### src/verilog/lsb_alu_consts.vh
// Purpose: constants for the logic, shift and bit datapath
// Assumes: byte operands, 5-bit operation code
// Notes: operation codes are local encodings of this block
`ifndef LSB_ALU_CONSTS_VH
`define LSB_ALU_CONSTS_VH
`define LSB_OP_WIDTH 5
`define LSB_OP_AND 5'h00
`define LSB_OP_OR 5'h01
`define LSB_OP_XOR 5'h02
`define LSB_OP_NOT 5'h03
`define LSB_OP_ASL 5'h04
`define LSB_OP_ASR 5'h05
`define LSB_OP_LSL 5'h06
`define LSB_OP_LSR 5'h07
`define LSB_OP_ROL 5'h08
`define LSB_OP_ROR 5'h09
`define LSB_OP_RCL 5'h0A
`define LSB_OP_RCR 5'h0B
`define LSB_OP_SET_BIT 5'h0C
`define LSB_OP_CLR_BIT 5'h0D
`define LSB_OP_BINV 5'h0E
`define LSB_OP_TST_BIT 5'h0F
`define LSB_OP_CAND 5'h10
`define LSB_OP_CAND_INV 5'h11
`define LSB_OP_COR 5'h12
`define LSB_OP_COR_INV 5'h13
`define LSB_OP_CXOR 5'h14
`define LSB_OP_CXOR_INV 5'h15
`define LSB_OP_LD_BIT 5'h16
`define LSB_OP_LD_BIT_INV 5'h17
`define LSB_OP_ST_BIT 5'h18
`define LSB_OP_ST_BIT_INV 5'h19
`define LSB_RESET_BYTE 8'h00
`define LSB_RESET_FLAG 1'h0
`define LSB_ST_IDLE 2'h0
`define LSB_ST_READ 2'h1
`define LSB_ST_WAIT 2'h2
`define LSB_ST_WRITE 2'h3
`endif

### src/verilog/lsb_alu.v
// Purpose: byte logic, shift, rotate and bit-manipulation datapath
// Assumes: operands held stable from start until done; one op at a time
// Notes: memory operand bit ops read, then write back at one address only for byte-writing ops
`timescale 1ns/1ps
`include "lsb_alu_consts.vh"
module lsb_alu #(
  parameter DATA_WIDTH = 8,
  parameter ADDR_WIDTH = 16
) (
  input wire ref_clk,
  input wire rst,
  input wire start,
  input wire [4:0] op,
  input wire use_imm,
  input wire use_mem,
  input wire pos_from_reg,
  input wire [7:0] dest_data,
  input wire [7:0] source_register,
  input wire [7:0] imm_data,
  input wire [2:0] imm_pos,
  input wire [ADDR_WIDTH-1:0] mem_addr_in,
  input wire carry_in,
  input wire zero_in,
  input wire [7:0] mem_rdata,
  input wire mem_rvalid,
  output reg [7:0] result,
  output reg result_we,
  output reg carry_out,
  output reg carry_we,
  output reg zero_out,
  output reg zero_we,
  output reg done,
  output reg busy,
  output reg bad_op,
  output reg mem_rd,
  output reg mem_wr,
  output reg [ADDR_WIDTH-1:0] mem_addr,
  output reg [7:0] mem_wdata
);

  reg [1:0] state;
  reg [7:0] next_byte;
  reg next_carry;
  reg next_zero;
  reg wr_byte;
  reg wr_carry;
  reg wr_zero;
  reg illegal;
  reg [7:0] operand;
  reg [2:0] pos;
  reg sel;
  reg [7:0] other;

  // immediate-only ops reject a register-supplied position
  function imm_only;
    input [4:0] code;
    begin
      imm_only = (code == `LSB_OP_CAND_INV) || (code == `LSB_OP_COR_INV) ||
        (code == `LSB_OP_CXOR_INV) || (code == `LSB_OP_LD_BIT_INV) ||
        (code == `LSB_OP_ST_BIT_INV);
    end
  endfunction

  function is_bit_op;
    input [4:0] code;
    begin
      is_bit_op = (code >= `LSB_OP_SET_BIT) && (code <= `LSB_OP_ST_BIT_INV);
    end
  endfunction

  function [7:0] put_bit;
    input [7:0] val;
    input [2:0] p;
    input b;
    reg [7:0] tmp;
    begin
      tmp = val;
      tmp[p] = b;
      put_bit = tmp;
    end
  endfunction

  always @* begin
    operand = (state == `LSB_ST_WAIT) ? mem_rdata : dest_data;
    pos = pos_from_reg ? source_register[2:0] : imm_pos;
    sel = operand[pos];
    other = use_imm ? imm_data : source_register;
    next_byte = operand;
    next_carry = carry_in;
    next_zero = zero_in;
    wr_byte = 1'b0;
    wr_carry = 1'b0;
    wr_zero = 1'b0;
    illegal = 1'b0;
    if (is_bit_op(op) && imm_only(op) && pos_from_reg) begin
      illegal = 1'b1;
    end else begin
      case (op)
        `LSB_OP_AND: begin
          next_byte = operand & other;
          wr_byte = 1'b1;
        end
        `LSB_OP_OR: begin
          next_byte = operand | other;
          wr_byte = 1'b1;
        end
        `LSB_OP_XOR: begin
          next_byte = operand ^ other;
          wr_byte = 1'b1;
        end
        `LSB_OP_NOT: begin
          next_byte = ~operand;
          wr_byte = 1'b1;
        end
        `LSB_OP_ASL, `LSB_OP_LSL: begin
          next_byte = {operand[6:0], 1'b0};
          next_carry = operand[7];
          wr_byte = 1'b1;
          wr_carry = 1'b1;
        end
        `LSB_OP_ASR: begin
          next_byte = {operand[7], operand[7:1]};
          next_carry = operand[0];
          wr_byte = 1'b1;
          wr_carry = 1'b1;
        end
        `LSB_OP_LSR: begin
          next_byte = {1'b0, operand[7:1]};
          next_carry = operand[0];
          wr_byte = 1'b1;
          wr_carry = 1'b1;
        end
        `LSB_OP_ROL: begin
          next_byte = {operand[6:0], operand[7]};
          next_carry = operand[7];
          wr_byte = 1'b1;
          wr_carry = 1'b1;
        end
        `LSB_OP_ROR: begin
          next_byte = {operand[0], operand[7:1]};
          next_carry = operand[0];
          wr_byte = 1'b1;
          wr_carry = 1'b1;
        end
        `LSB_OP_RCL: begin
          next_byte = {operand[6:0], carry_in};
          next_carry = operand[7];
          wr_byte = 1'b1;
          wr_carry = 1'b1;
        end
        `LSB_OP_RCR: begin
          next_byte = {carry_in, operand[7:1]};
          next_carry = operand[0];
          wr_byte = 1'b1;
          wr_carry = 1'b1;
        end
        `LSB_OP_SET_BIT: begin
          next_byte = put_bit(operand, pos, 1'b1);
          wr_byte = 1'b1;
        end
        `LSB_OP_CLR_BIT: begin
          next_byte = put_bit(operand, pos, 1'b0);
          wr_byte = 1'b1;
        end
        `LSB_OP_BINV: begin
          next_byte = put_bit(operand, pos, ~sel);
          wr_byte = 1'b1;
        end
        `LSB_OP_TST_BIT: begin
          next_zero = ~sel;
          wr_zero = 1'b1;
        end
        `LSB_OP_CAND: begin
          next_carry = carry_in & sel;
          wr_carry = 1'b1;
        end
        `LSB_OP_CAND_INV: begin
          next_carry = carry_in & ~sel;
          wr_carry = 1'b1;
        end
        `LSB_OP_COR: begin
          next_carry = carry_in | sel;
          wr_carry = 1'b1;
        end
        `LSB_OP_COR_INV: begin
          next_carry = carry_in | ~sel;
          wr_carry = 1'b1;
        end
        `LSB_OP_CXOR: begin
          next_carry = carry_in ^ sel;
          wr_carry = 1'b1;
        end
        `LSB_OP_CXOR_INV: begin
          next_carry = carry_in ^ ~sel;
          wr_carry = 1'b1;
        end
        `LSB_OP_LD_BIT: begin
          next_carry = sel;
          wr_carry = 1'b1;
        end
        `LSB_OP_LD_BIT_INV: begin
          next_carry = ~sel;
          wr_carry = 1'b1;
        end
        `LSB_OP_ST_BIT: begin
          next_byte = put_bit(operand, pos, carry_in);
          wr_byte = 1'b1;
        end
        `LSB_OP_ST_BIT_INV: begin
          next_byte = put_bit(operand, pos, ~carry_in);
          wr_byte = 1'b1;
        end
        default: begin
          illegal = 1'b1;
        end
      endcase
    end
  end

  always @(posedge ref_clk) begin
    if (rst) begin
      state <= `LSB_ST_IDLE;
      result <= `LSB_RESET_BYTE;
      result_we <= 1'b0;
      carry_out <= `LSB_RESET_FLAG;
      carry_we <= 1'b0;
      zero_out <= `LSB_RESET_FLAG;
      zero_we <= 1'b0;
      done <= 1'b0;
      busy <= 1'b0;
      bad_op <= 1'b0;
      mem_rd <= 1'b0;
      mem_wr <= 1'b0;
      mem_addr <= {ADDR_WIDTH{1'b0}};
      mem_wdata <= `LSB_RESET_BYTE;
    end else begin
      result_we <= 1'b0;
      carry_we <= 1'b0;
      zero_we <= 1'b0;
      done <= 1'b0;
      bad_op <= 1'b0;
      mem_rd <= 1'b0;
      mem_wr <= 1'b0;
      case (state)
        `LSB_ST_IDLE: begin
          if (start && use_mem && is_bit_op(op) && !illegal) begin
            mem_addr <= mem_addr_in;
            mem_rd <= 1'b1;
            busy <= 1'b1;
            state <= `LSB_ST_WAIT;
          end else if (start) begin
            result <= next_byte;
            result_we <= wr_byte & ~illegal;
            carry_out <= next_carry;
            carry_we <= wr_carry & ~illegal;
            zero_out <= next_zero;
            zero_we <= wr_zero & ~illegal;
            bad_op <= illegal;
            done <= 1'b1;
          end
        end
        `LSB_ST_WAIT: begin
          if (mem_rvalid) begin
            carry_out <= next_carry;
            carry_we <= wr_carry;
            zero_out <= next_zero;
            zero_we <= wr_zero;
            result <= next_byte;
            if (wr_byte) begin
              mem_wdata <= next_byte;
              mem_wr <= 1'b1;
            end
            done <= 1'b1;
            busy <= 1'b0;
            state <= `LSB_ST_IDLE;
          end
        end
        default: begin
          busy <= 1'b0;
          state <= `LSB_ST_IDLE;
        end
      endcase
    end
  end

endmodule

### config.mk
export PLATFORM = sky130hd
export DESIGN_NAME = lsb_alu
export DESIGN_NICKNAME = d
export VERILOG_FILES = /design/src/verilog/lsb_alu.v
export VERILOG_INCLUDE_DIRS = /design/src /design/src/verilog
export SDC_FILE = /design/constraint.sdc
export NUM_CORES = 1
export LEC_CHECK = 0
export BUFFER_PORTS_ARGS = -buffer_cell sky130_fd_sc_hd__buf_2
export CORE_MARGIN = 8
export CORE_UTILIZATION = 45
export DETAILED_ROUTE_END_ITERATION = 7
export GPL_ROUTABILITY_DRIVEN = 0
export MAX_ROUTING_LAYER = met4
export PLACE_DENSITY = 0.73
export SYNTH_ARGS = -nofsm -noshare
export SYNTH_HDL_FRONTEND = slang
export SYNTH_SLANG_ARGS = --single-unit
### constraint.sdc
create_clock -name ref_clk -period 5.16 [get_ports ref_clk]
set_input_delay 1.032 -clock ref_clk [delete_from_list [all_inputs] [get_ports ref_clk]]
set_output_delay 1.032 -clock ref_clk [all_outputs]
set_load 0.05 [all_outputs]
==> results of run 1 <==
==> worst paths after layout <==
kind                  endpoint          from  slack, ns
setup / recovery   mem_addr[1]         op[2]       2.04
hold reg to reg   mem_addr[10]  mem_addr[10]       0.49
setup reg to reg  mem_wdata[3]          busy       2.39
hold / removal    mem_addr[10]  mem_addr[10]       0.49
==> through the flow <==
step / utilization (%) / power [mW] / setup slack (ns) / instance area, um^2
finish: 55.0 / 0.838 / 2.04 / 3690
global route: 55.0 / 0.874 / 1.85 / 3690
CTS: 55.0 / 0.840 / 2.09 / 3690
detailed placement: 53.6 / 0.626 / 1.75 / 3600
global placement: 53.6 / 0.621 / 1.84 / 3600
floorplan: - / 0.548 / 2.28 / 3090
==> synth_stat cells (3+ instances only) <==
cell type,count
a31oi_1,7
nand2_1,16
nor2b_1,8
a222oi_1,3
nor2_1,42
o21ai_1,5
o2111ai_1,7
dfxtp_1,42
inv_1,4
a22oi_1,5
o31ai_1,4
nand3_1,9
a2111oi_0,3
o21ai_0,18
a21oi_1,21
nand2b_1,13
o22ai_1,7
mux2i_1,28
buf_2,8
a32oi_1,3
o221ai_1,8
or2_2,3
xnor2_1,8
a211oi_1,13
mux2_2,12
o211ai_1,3
nor3b_1,3
a311oi_1,3
nor3_1,11
a211o_1,3
clkbuf_1,14
==> state kept, by name, summed over array words and instances (netlist names) <==
register,cells
mem_rd,1
result,8
done,1
mem_wdata,8
result_we,1
carry_out,1
carry_we,1
bad_op,1
mem_addr,16
zero_we,1
busy,1
zero_out,1
mem_wr,1
==> logic make-up after synthesis <==
logic type                Yosys count  share of synthesized area, %
AOI/OAI and AO/OA                 128                          29.8
and+or+nand+nor                   126                          21.1
muxes                              42                          14.4
DFF                                42                          27.2
buffers and inverters              31                          4.94
xor gates and xnor gates            9                          2.55
==> worst register-to-register path, delay by kind of cell, from the launching register on <==
family	cells	cell delay (ns)
AO/OA/AOI/OAI	4	1.16
flip-flops	1	0.84
multiplexers	2	0.68
==> report_power, final <==
part           switching [mW]  internal, mW
Sequential            0.00940         0.339
Combinational           0.182        0.0928
Clock                   0.108         0.107
Total                   0.299         0.539
==> cell type report <==
class                           instances  area, um^2
Timing Repair Buffer                  108         546
Multi-Input combinational cell        305        2100
Fill cell                             643        3030
Tap cell                               80         100
Clock buffer                            6        82.6
Sequential cell                        42         841
Clock inverter                          2        12.5
Inverter                                4        15.0
==> routing by layer <==
metal  vias up  part of all wire (%)  GRT usage [%]  routed length [um]
met5         -                     0              -                   0
met4         0                   2.3           7.91                 229
met3        17                   7.4           3.74                 737
met2       168                    46           31.9                4580
met1      1501                    44           24.2                4390
li1       1619                     -              -                   -
==> out/summary.txt, run 1 <==
outcome - complete, no violations
Total GRT Usage - 19.9%
worst hold path depth - 2
Post-Syn Area - 3090 um^2
Rel. slew slack - 27.8%
Max Freq - 0.321 GHz
commonest non-fill, non-tap cell in the layout - buf_2
via count - 3,305
Seq cells post-synth - 42
Tmin final - 3.12 ns
fin nets - 531
clock slew seen by the registers of the worst setup and hold paths - 0.07 ns
Syn-to-layout area delta - 19.5%
CP max stage delay - 0.86 ns
sequential area share after synthesis - 27.2%
final hold slack - 0.486 ns
clk_skew - 0.00658 ns
Pre-antenna DRT Iters - 5
Starting Density - 46.0%
post_cts resized - 0
Ys Warns - 0
post-DR vias/cell - 6.04
Detailed Route Iter0 Violations - 267
antenna violations before repair - 0
crit-path cells - buf_2 -> and2_0 -> a22oi_1 -> nor2_2 -> mux2i_1 -> nor2_1
RSZ-0062 raised after global routing - false
Clock H-tree levels - 2
layout cells sized above 1 - 29.8%
DRC - 0
average wire per standard cell - 18.2 um
Mean Syn Cell Area - 8.18 um^2
CTS root buf - clkbuf_8
VDD IR max - 95.9 uV
CP max FO - 19
n_diodes - 0
clock tree from TritonCTS - built
worst endpoint required time - 5.32 ns
total setup buffers inserted after CTS - 0
total gr overflow - 0
slew at the pin closest to its max-slew limit - 1.07 ns
CP max-delay cell - nor2_2
Hold Crit Class - reg2reg
EDFF count, synth - 0
startpoint types - input pin
CP bufs+invs - 1
Synth area leaders - dfxtp_1 27%, mux2i_1 9.1%, nor2_1 5.1%
WS Path Type - in2reg
Num CTS Buffers - 5
Syn Nets - 443
Routed WL - 9930 um
CP arrival - 3.28 ns
IO Pins - 107
first-pass GRT wire length - 15,700 um
DPL Wire Length - 7680 um
cells after synthesis - 378
Final Cycle Share - 60.5%
CP Depth - 6
ys flop type - dfxtp_1
post-route ant nets - 0
Layout Cells excl Fill - 547
top-area cell type share of the netlist area - 27.2%
Pwr Density - 227 nW/um^2
row count - 30
Crit. End Element - register
Synth area leader - dfxtp_1
clk_lat worst skew - 0.29 ns
clk sinks - 42
setup TNS - 0 ns
max cap viols - 0
Slew Limit Fails - 0
async set-reset flop share out of synthesis - 0%
Die X - 98.9 um
core area - 6720 um^2
final hold vios - 0
placed cells - 539
maximum clock insertion buffer count - 2
post-synth cell types - 65
leakage power - 1.48 nW
crit-path leading delay family - simple AND/OR/NAND/NOR gates
Worst R2R Path Depth - 6
Setup violations, final - 0
most frequent cells in the layout - 106 x buf_2, 42 x nor2_1, 42 x dfxtp_1
largest net degree at the start of global routing - 36
vias in the first global route - 3,243
Port Buffer Count - 106
Hold Buf Count CTS - 0
Die Ht - 98.9 um
Die ar. - 9780 um^2
(Power assumes the default switching activity.)
==> inputs of run 2 (changes only) <==
--- a/config.mk
+++ b/config.mk
@@ -12,7 +12,7 @@
 export DETAILED_ROUTE_END_ITERATION = 7
 export GPL_ROUTABILITY_DRIVEN = 0
 export MAX_ROUTING_LAYER = met4
-export PLACE_DENSITY = 0.73
+export PLACE_DENSITY = 0.76
 export SYNTH_ARGS = -nofsm -noshare
 export SYNTH_HDL_FRONTEND = slang
 export SYNTH_SLANG_ARGS = --single-unit
==> constraint.sdc (replaced) <==
create_clock -name ref_clk -period 2.65 [get_ports ref_clk]
set_input_delay 0.53 -clock ref_clk [delete_from_list [all_inputs] [get_ports ref_clk]]
set_output_delay 0.53 -clock ref_clk [all_outputs]
set_load 0.05 [all_outputs]
==> run 2 against run 1 <==
  * Worst hold slack lost 0.0087 ns
  * Total power grew 97%
  * Global-route usage is essentially flat
  * Cell count grew 2.6%
  * Combinational power grew 100%
  * Highest routed layer unchanged
  * Die area is the same
  * Worst setup slack lost 1.9 ns
  * Largest cell class unchanged
  * Wire length grew 1.7%
==> out/summary.txt, run 2 (synthesis gave the netlist of run 1 again) <==
outcome - complete, no violations
Setup violations, final - 0
Max Freq - 0.402 GHz
Die X - 98.9 um
Clock H-tree levels - 2
clk_skew - 0.00193 ns
IO Pins - 107
clock slew seen by the registers of the worst setup and hold paths - 0.08 ns
top flop regs - mem_addr x16, mem_wdata x8, result x8
Hold Crit Class - in2reg
VDD IR max - 225 uV
Routed WL - 10,100 um
total gr overflow - 0
largest net degree at the start of global routing - 36
worst endpoint required time - 2.84 ns
Final Cycle Share - 93.9%
startpoint types - register
via count - 3,447
placed cells - 553
clk sinks - 42
clock tree from TritonCTS - built
average wire per standard cell - 18.0 um
Tmin final - 2.49 ns
maximum clock insertion buffer count - 2
crit-path cells - buf_12 -> mux2_2 -> mux2i_1 -> o21ai_1 -> a2111oi_4 -> a211oi_1 -> a211oi_1
slew at the pin closest to its max-slew limit - 0.962 ns
Crit. End Element - register
final hold vios - 0
RSZ-0062 raised after global routing - false
Rel. slew slack - 35.6%
Num CTS Buffers - 5
layout cells sized above 1 - 31.8%
DPL Wire Length - 8010 um
CP max stage delay - 0.47 ns
Top reg by flops - mem_addr
CP most frequent cell - a211oi_1
Hold Buf Count CTS - 0
most frequent cells in the layout - 106 x buf_2, 42 x nor2_1, 42 x dfxtp_1
max cap viols - 0
commonest non-fill, non-tap cell in the layout - buf_2
fin nets - 545
Util after Layout - 56.7%
vias in the first global route - 3,285
Layout Cells excl Fill - 561
post-DR vias/cell - 6.14
CP arrival - 2.68 ns
CP max-delay cell - a2111oi_4
row count - 30
total setup buffers inserted after CTS - 0
CP max FO - 11
Detailed Route Iter0 Violations - 243
clk_lat worst skew - 0.29 ns
Total GRT Usage - 20.0%
WS Path Type - reg2reg
antenna violations before repair - 0
first-pass GRT wire length - 16,000 um
leakage power - 1.55 nW
DRC - 0
Pre-antenna DRT Iters - 5
Syn-to-layout area delta - 23.3%
Die ar. - 9780 um^2
Slew Limit Fails - 0
max reg flops - 16
n_diodes - 0
Port Buffer Count - 106
CTS root buf - clkbuf_8
Starting Density - 46.0%
Pwr Density - 433 nW/um^2
Die Ht - 98.9 um
setup TNS - 0 ns
core area - 6720 um^2
post-route ant nets - 0
-- run 2: changes by cell type in the layout (fill, tap and decap cells not counted) --
cell and delta:
buf_12 +1, buf_4 +13
-- run 2: cell type report --
cell class	instances	area (um^2)
timing repair buffer	122	663
sequential	42	841
clock inverter	2	12.5
multi-input combinational	305	2100
tap	80	100
fill	630	2910
clock buffer	6	82.6
inverter	4	15.0
-- run 2: path summary, 6_finish.rpt --
| path | start | endpoint | slack (ns) | depth (start not counted) |
|---|---|---|---|---|
| setup / recovery | busy | mem_wdata[2] | 0.16 | 7 |
| hold reg to reg | mem_addr[4] | mem_addr[4] | 0.49 | 2 |
| hold / removal | mem_addr_in[13] | mem_addr[13] | 0.48 | 3 |
| setup reg to reg | busy | mem_wdata[2] | 0.16 | 7 |
-- run 2: through the flow --
| stage | setup slack (ns) | power [mW] | instance area (um^2) | hold WS, ns |
|---|---|---|---|---|
| 3_5_place_dp | 0.0794 | 1.23 | 3720 | 0.478 |
| 4_1_cts | 0.157 | 1.65 | 3810 | 0.471 |
| 6_report | 0.161 | 1.65 | 3810 | 0.477 |
| 2_1_floorplan | 0.0683 | 1.07 | 3090 | 0.677 |
| 5_1_grt | 0.00913 | 1.72 | 3810 | 0.487 |
| 3_3_place_gp | 0.101 | 1.22 | 3720 | 0.467 |
-- run 2: worst max-delay path: cells and delay by family, from the launching register on --
family                 cells  cell delay (ns)
DFF                        1             0.46
AOI/OAI and AO/OA          4             1.11
muxes                      2             0.62
buffers and inverters      1             0.18
-- run 2: layer usage --
layer	routed length [um]	up-vias	track usage, %
li1	-	1662	-
met5	0	-	-
met2	4540	210	31.0
met1	4310	1536	24.2
met4	360	0	8.85
met3	891	39	4.51
-- run 2: power by group --
part / internal, mW / total [mW] / switching, mW
registers: 0.659 / 0.676 / 0.0167
clock network: 0.209 / 0.422 / 0.213
logic: 0.194 / 0.552 / 0.358
total: 1.06 / 1.65 / 0.588
-- run 2: timing repair --
action,4_1_cts,5_1_grt
hold endpoints to repair,0,0
gates resized for setup,0,0
endpoints found under the setup margin,0,1
==> inputs of run 3 (changes only) <==
--- a/config.mk
+++ b/config.mk
@@ -6,13 +6,12 @@
 export SDC_FILE = /design/constraint.sdc
 export NUM_CORES = 1
 export LEC_CHECK = 0
-export BUFFER_PORTS_ARGS = -buffer_cell sky130_fd_sc_hd__buf_2
 export CORE_MARGIN = 8
 export CORE_UTILIZATION = 45
 export DETAILED_ROUTE_END_ITERATION = 7
+export DONT_BUFFER_PORTS = 1
 export GPL_ROUTABILITY_DRIVEN = 0
 export MAX_ROUTING_LAYER = met4
-export PLACE_DENSITY = 0.76
 export SYNTH_ARGS = -nofsm -noshare
 export SYNTH_HDL_FRONTEND = slang
 export SYNTH_SLANG_ARGS = --single-unit
==> run 3 against run 2 <==
  * Sequential cell count stayed put
  * Sequential share of layout area is 3.6 points higher
  * Global-route usage is 0.96 points higher
  * Clock skew is 0.0069 ns higher
  * Largest cell class unchanged
  * First-iteration DRC count is 22% higher
  * Clock-buffer cell count is 1 higher
==> out/summary.txt, run 3 (synthesis gave the netlist of run 1 again) <==
outcome - complete, no violations
Slew Limit Fails - 0
CP Depth - 7
Clock H-tree levels - 2
CP arrival - 2.65 ns
crit path capture - mem_wdata[0]
crit-path leading delay family - compound AO/OA/AOI/OAI gates
Setup violations, final - 0
Port Buffer Count - 0
max cap viols - 0
clock slew seen by the registers of the worst setup and hold paths - 0.08 ns
final hold slack - 0.301 ns
CP bufs+invs - 1
final hold vios - 0
Fillers - 670
Pre-antenna DRT Iters - 7
startpoint types - register
Tmin final - 2.44 ns
Hold Crit Class - in2reg
clock tree from TritonCTS - built
slew at the pin closest to its max-slew limit - 1.03 ns
Tot Pwr - 1.61 mW
maximum clock insertion buffer count - 2
Final Cycle Share - 92.1%
Die ar. - 9780 um^2
Die X - 98.9 um
post_cts resized - 0
total setup buffers inserted after CTS - 0
Rel. slew slack - 30.7%
DRC - 0
top flop regs - mem_addr x16, mem_wdata x8, result x8
Num CTS Buffers - 5
clk_skew - 0.00880 ns
VDD IR max - 397 uV
DPL Wire Length - 8060 um
r2r startpoint - busy
Syn-to-layout area delta - 6.15%
Total GRT Usage - 20.9%
Die Ht - 98.9 um
Top reg by flops - mem_addr
total gr overflow - 0
vias in the first global route - 2,877
clk_lat worst skew - 0.29 ns
max reg flops - 16
Routed WL - 10,300 um
average wire per standard cell - 22.5 um
setup TNS - 0 ns
post-DR vias/cell - 6.55
clk sinks - 42
layout cells sized above 1 - 11.8%
critical path launch point - busy
largest net degree at the start of global routing - 36
CP max-delay cell - a2111oi_4
most frequent cells in the layout - 42 x nor2_1, 42 x dfxtp_1, 28 x mux2i_1
Starting Density - 46.0%
Hold Buf Count CTS - 0
Pwr Density - 490 nW/um^2
IO Pins - 107
leakage power - 1.07 nW
post-route ant nets - 0
Worst R2R Path Depth - 7
CP max FO - 9
CP most frequent cell - a211oi_1
Max Freq - 0.410 GHz
core area - 6720 um^2
antenna violations before repair - 3
Crit. End Element - register
row count - 30
CP max stage delay - 0.56 ns
crit-path cells - buf_4 -> mux2_4 -> o21ai_0 -> o21ai_1 -> a2111oi_4 -> a211oi_1 -> a211oi_1
worst endpoint required time - 2.86 ns
RSZ-0062 raised after global routing - false
Detailed Route Iter0 Violations - 296
fin nets - 438
RR Endpoint - mem_wdata[0]
first-pass GRT wire length - 15,900 um
R2R Setup Slk - 0.21 ns
via count - 2,995
CTS root buf - clkbuf_8
WS Path Type - reg2reg
-- run 3: worst min-delay path by stage --
stage | to | slack (ns) | start | cells past startpoint
2_1_floorplan | mem_addr[0] | 0.68 | mem_addr_in[0] | 2
6_report | mem_wdata[4] | 0.30 | rst | 1
5_1_grt | mem_addr[5] | 0.28 | rst | 1
4_1_cts | mem_addr[1] | 0.29 | rst | 1
3_3_place_gp | mem_addr[13] | 0.61 | rst | 1
3_5_place_dp | mem_addr[0] | 0.61 | rst | 1
-- run 3: worst reg2reg max path: stages, from the launching register on --
cell       delay [ns]
dfxtp_1          0.41
buf_4            0.22
mux2_4           0.38
o21ai_0          0.14
o21ai_1          0.16
a2111oi_4        0.56
a211oi_1         0.24
a211oi_1         0.26
-- run 3: layout make-up --
class	instances	area, um^2	area share (%)
multi-input combinational	305	2100	64.0
timing repair buffer	15	113	3.43
tap	80	100	3.05
inverter	4	15.0	0.458
sequential	42	841	25.6
clock buffer	7	76.3	2.33
antenna	3	7.51	0.229
clock inverter	1	30.0	0.915
-- run 3: per-layer routing --
metal  up-vias  track usage (%)  wire (um)
li1       1448                -          -
met5         -                -          0
met4         0             5.79        177
met3        23             8.74       1190
met2       142             31.8       4820
met1      1382             24.7       4090
-- run 3: through the flow --
stage                     utilization (%)  worst slack (ns)  instance area (um^2)  std cells
after global routing                 48.8            0.0597                  3280        457
after detailed placement             47.1             0.146                  3170        446
after floorplan                         -            0.0683                  3090        378
after global placement               47.1             0.131                  3170        446
final                                48.8             0.208                  3280        457
after CTS                            48.7             0.121                  3270        454
-- run 3: report_power, final --
group | internal (mW) | leakage, nW | total (mW) | switching (mW)
Sequential | 0.659 | 0.342 | 0.778 | 0.119
Clock | 0.282 | 0.0525 | 0.490 | 0.208
Combinational | 0.141 | 0.676 | 0.340 | 0.199
Total | 1.08 | 1.07 | 1.61 | 0.527
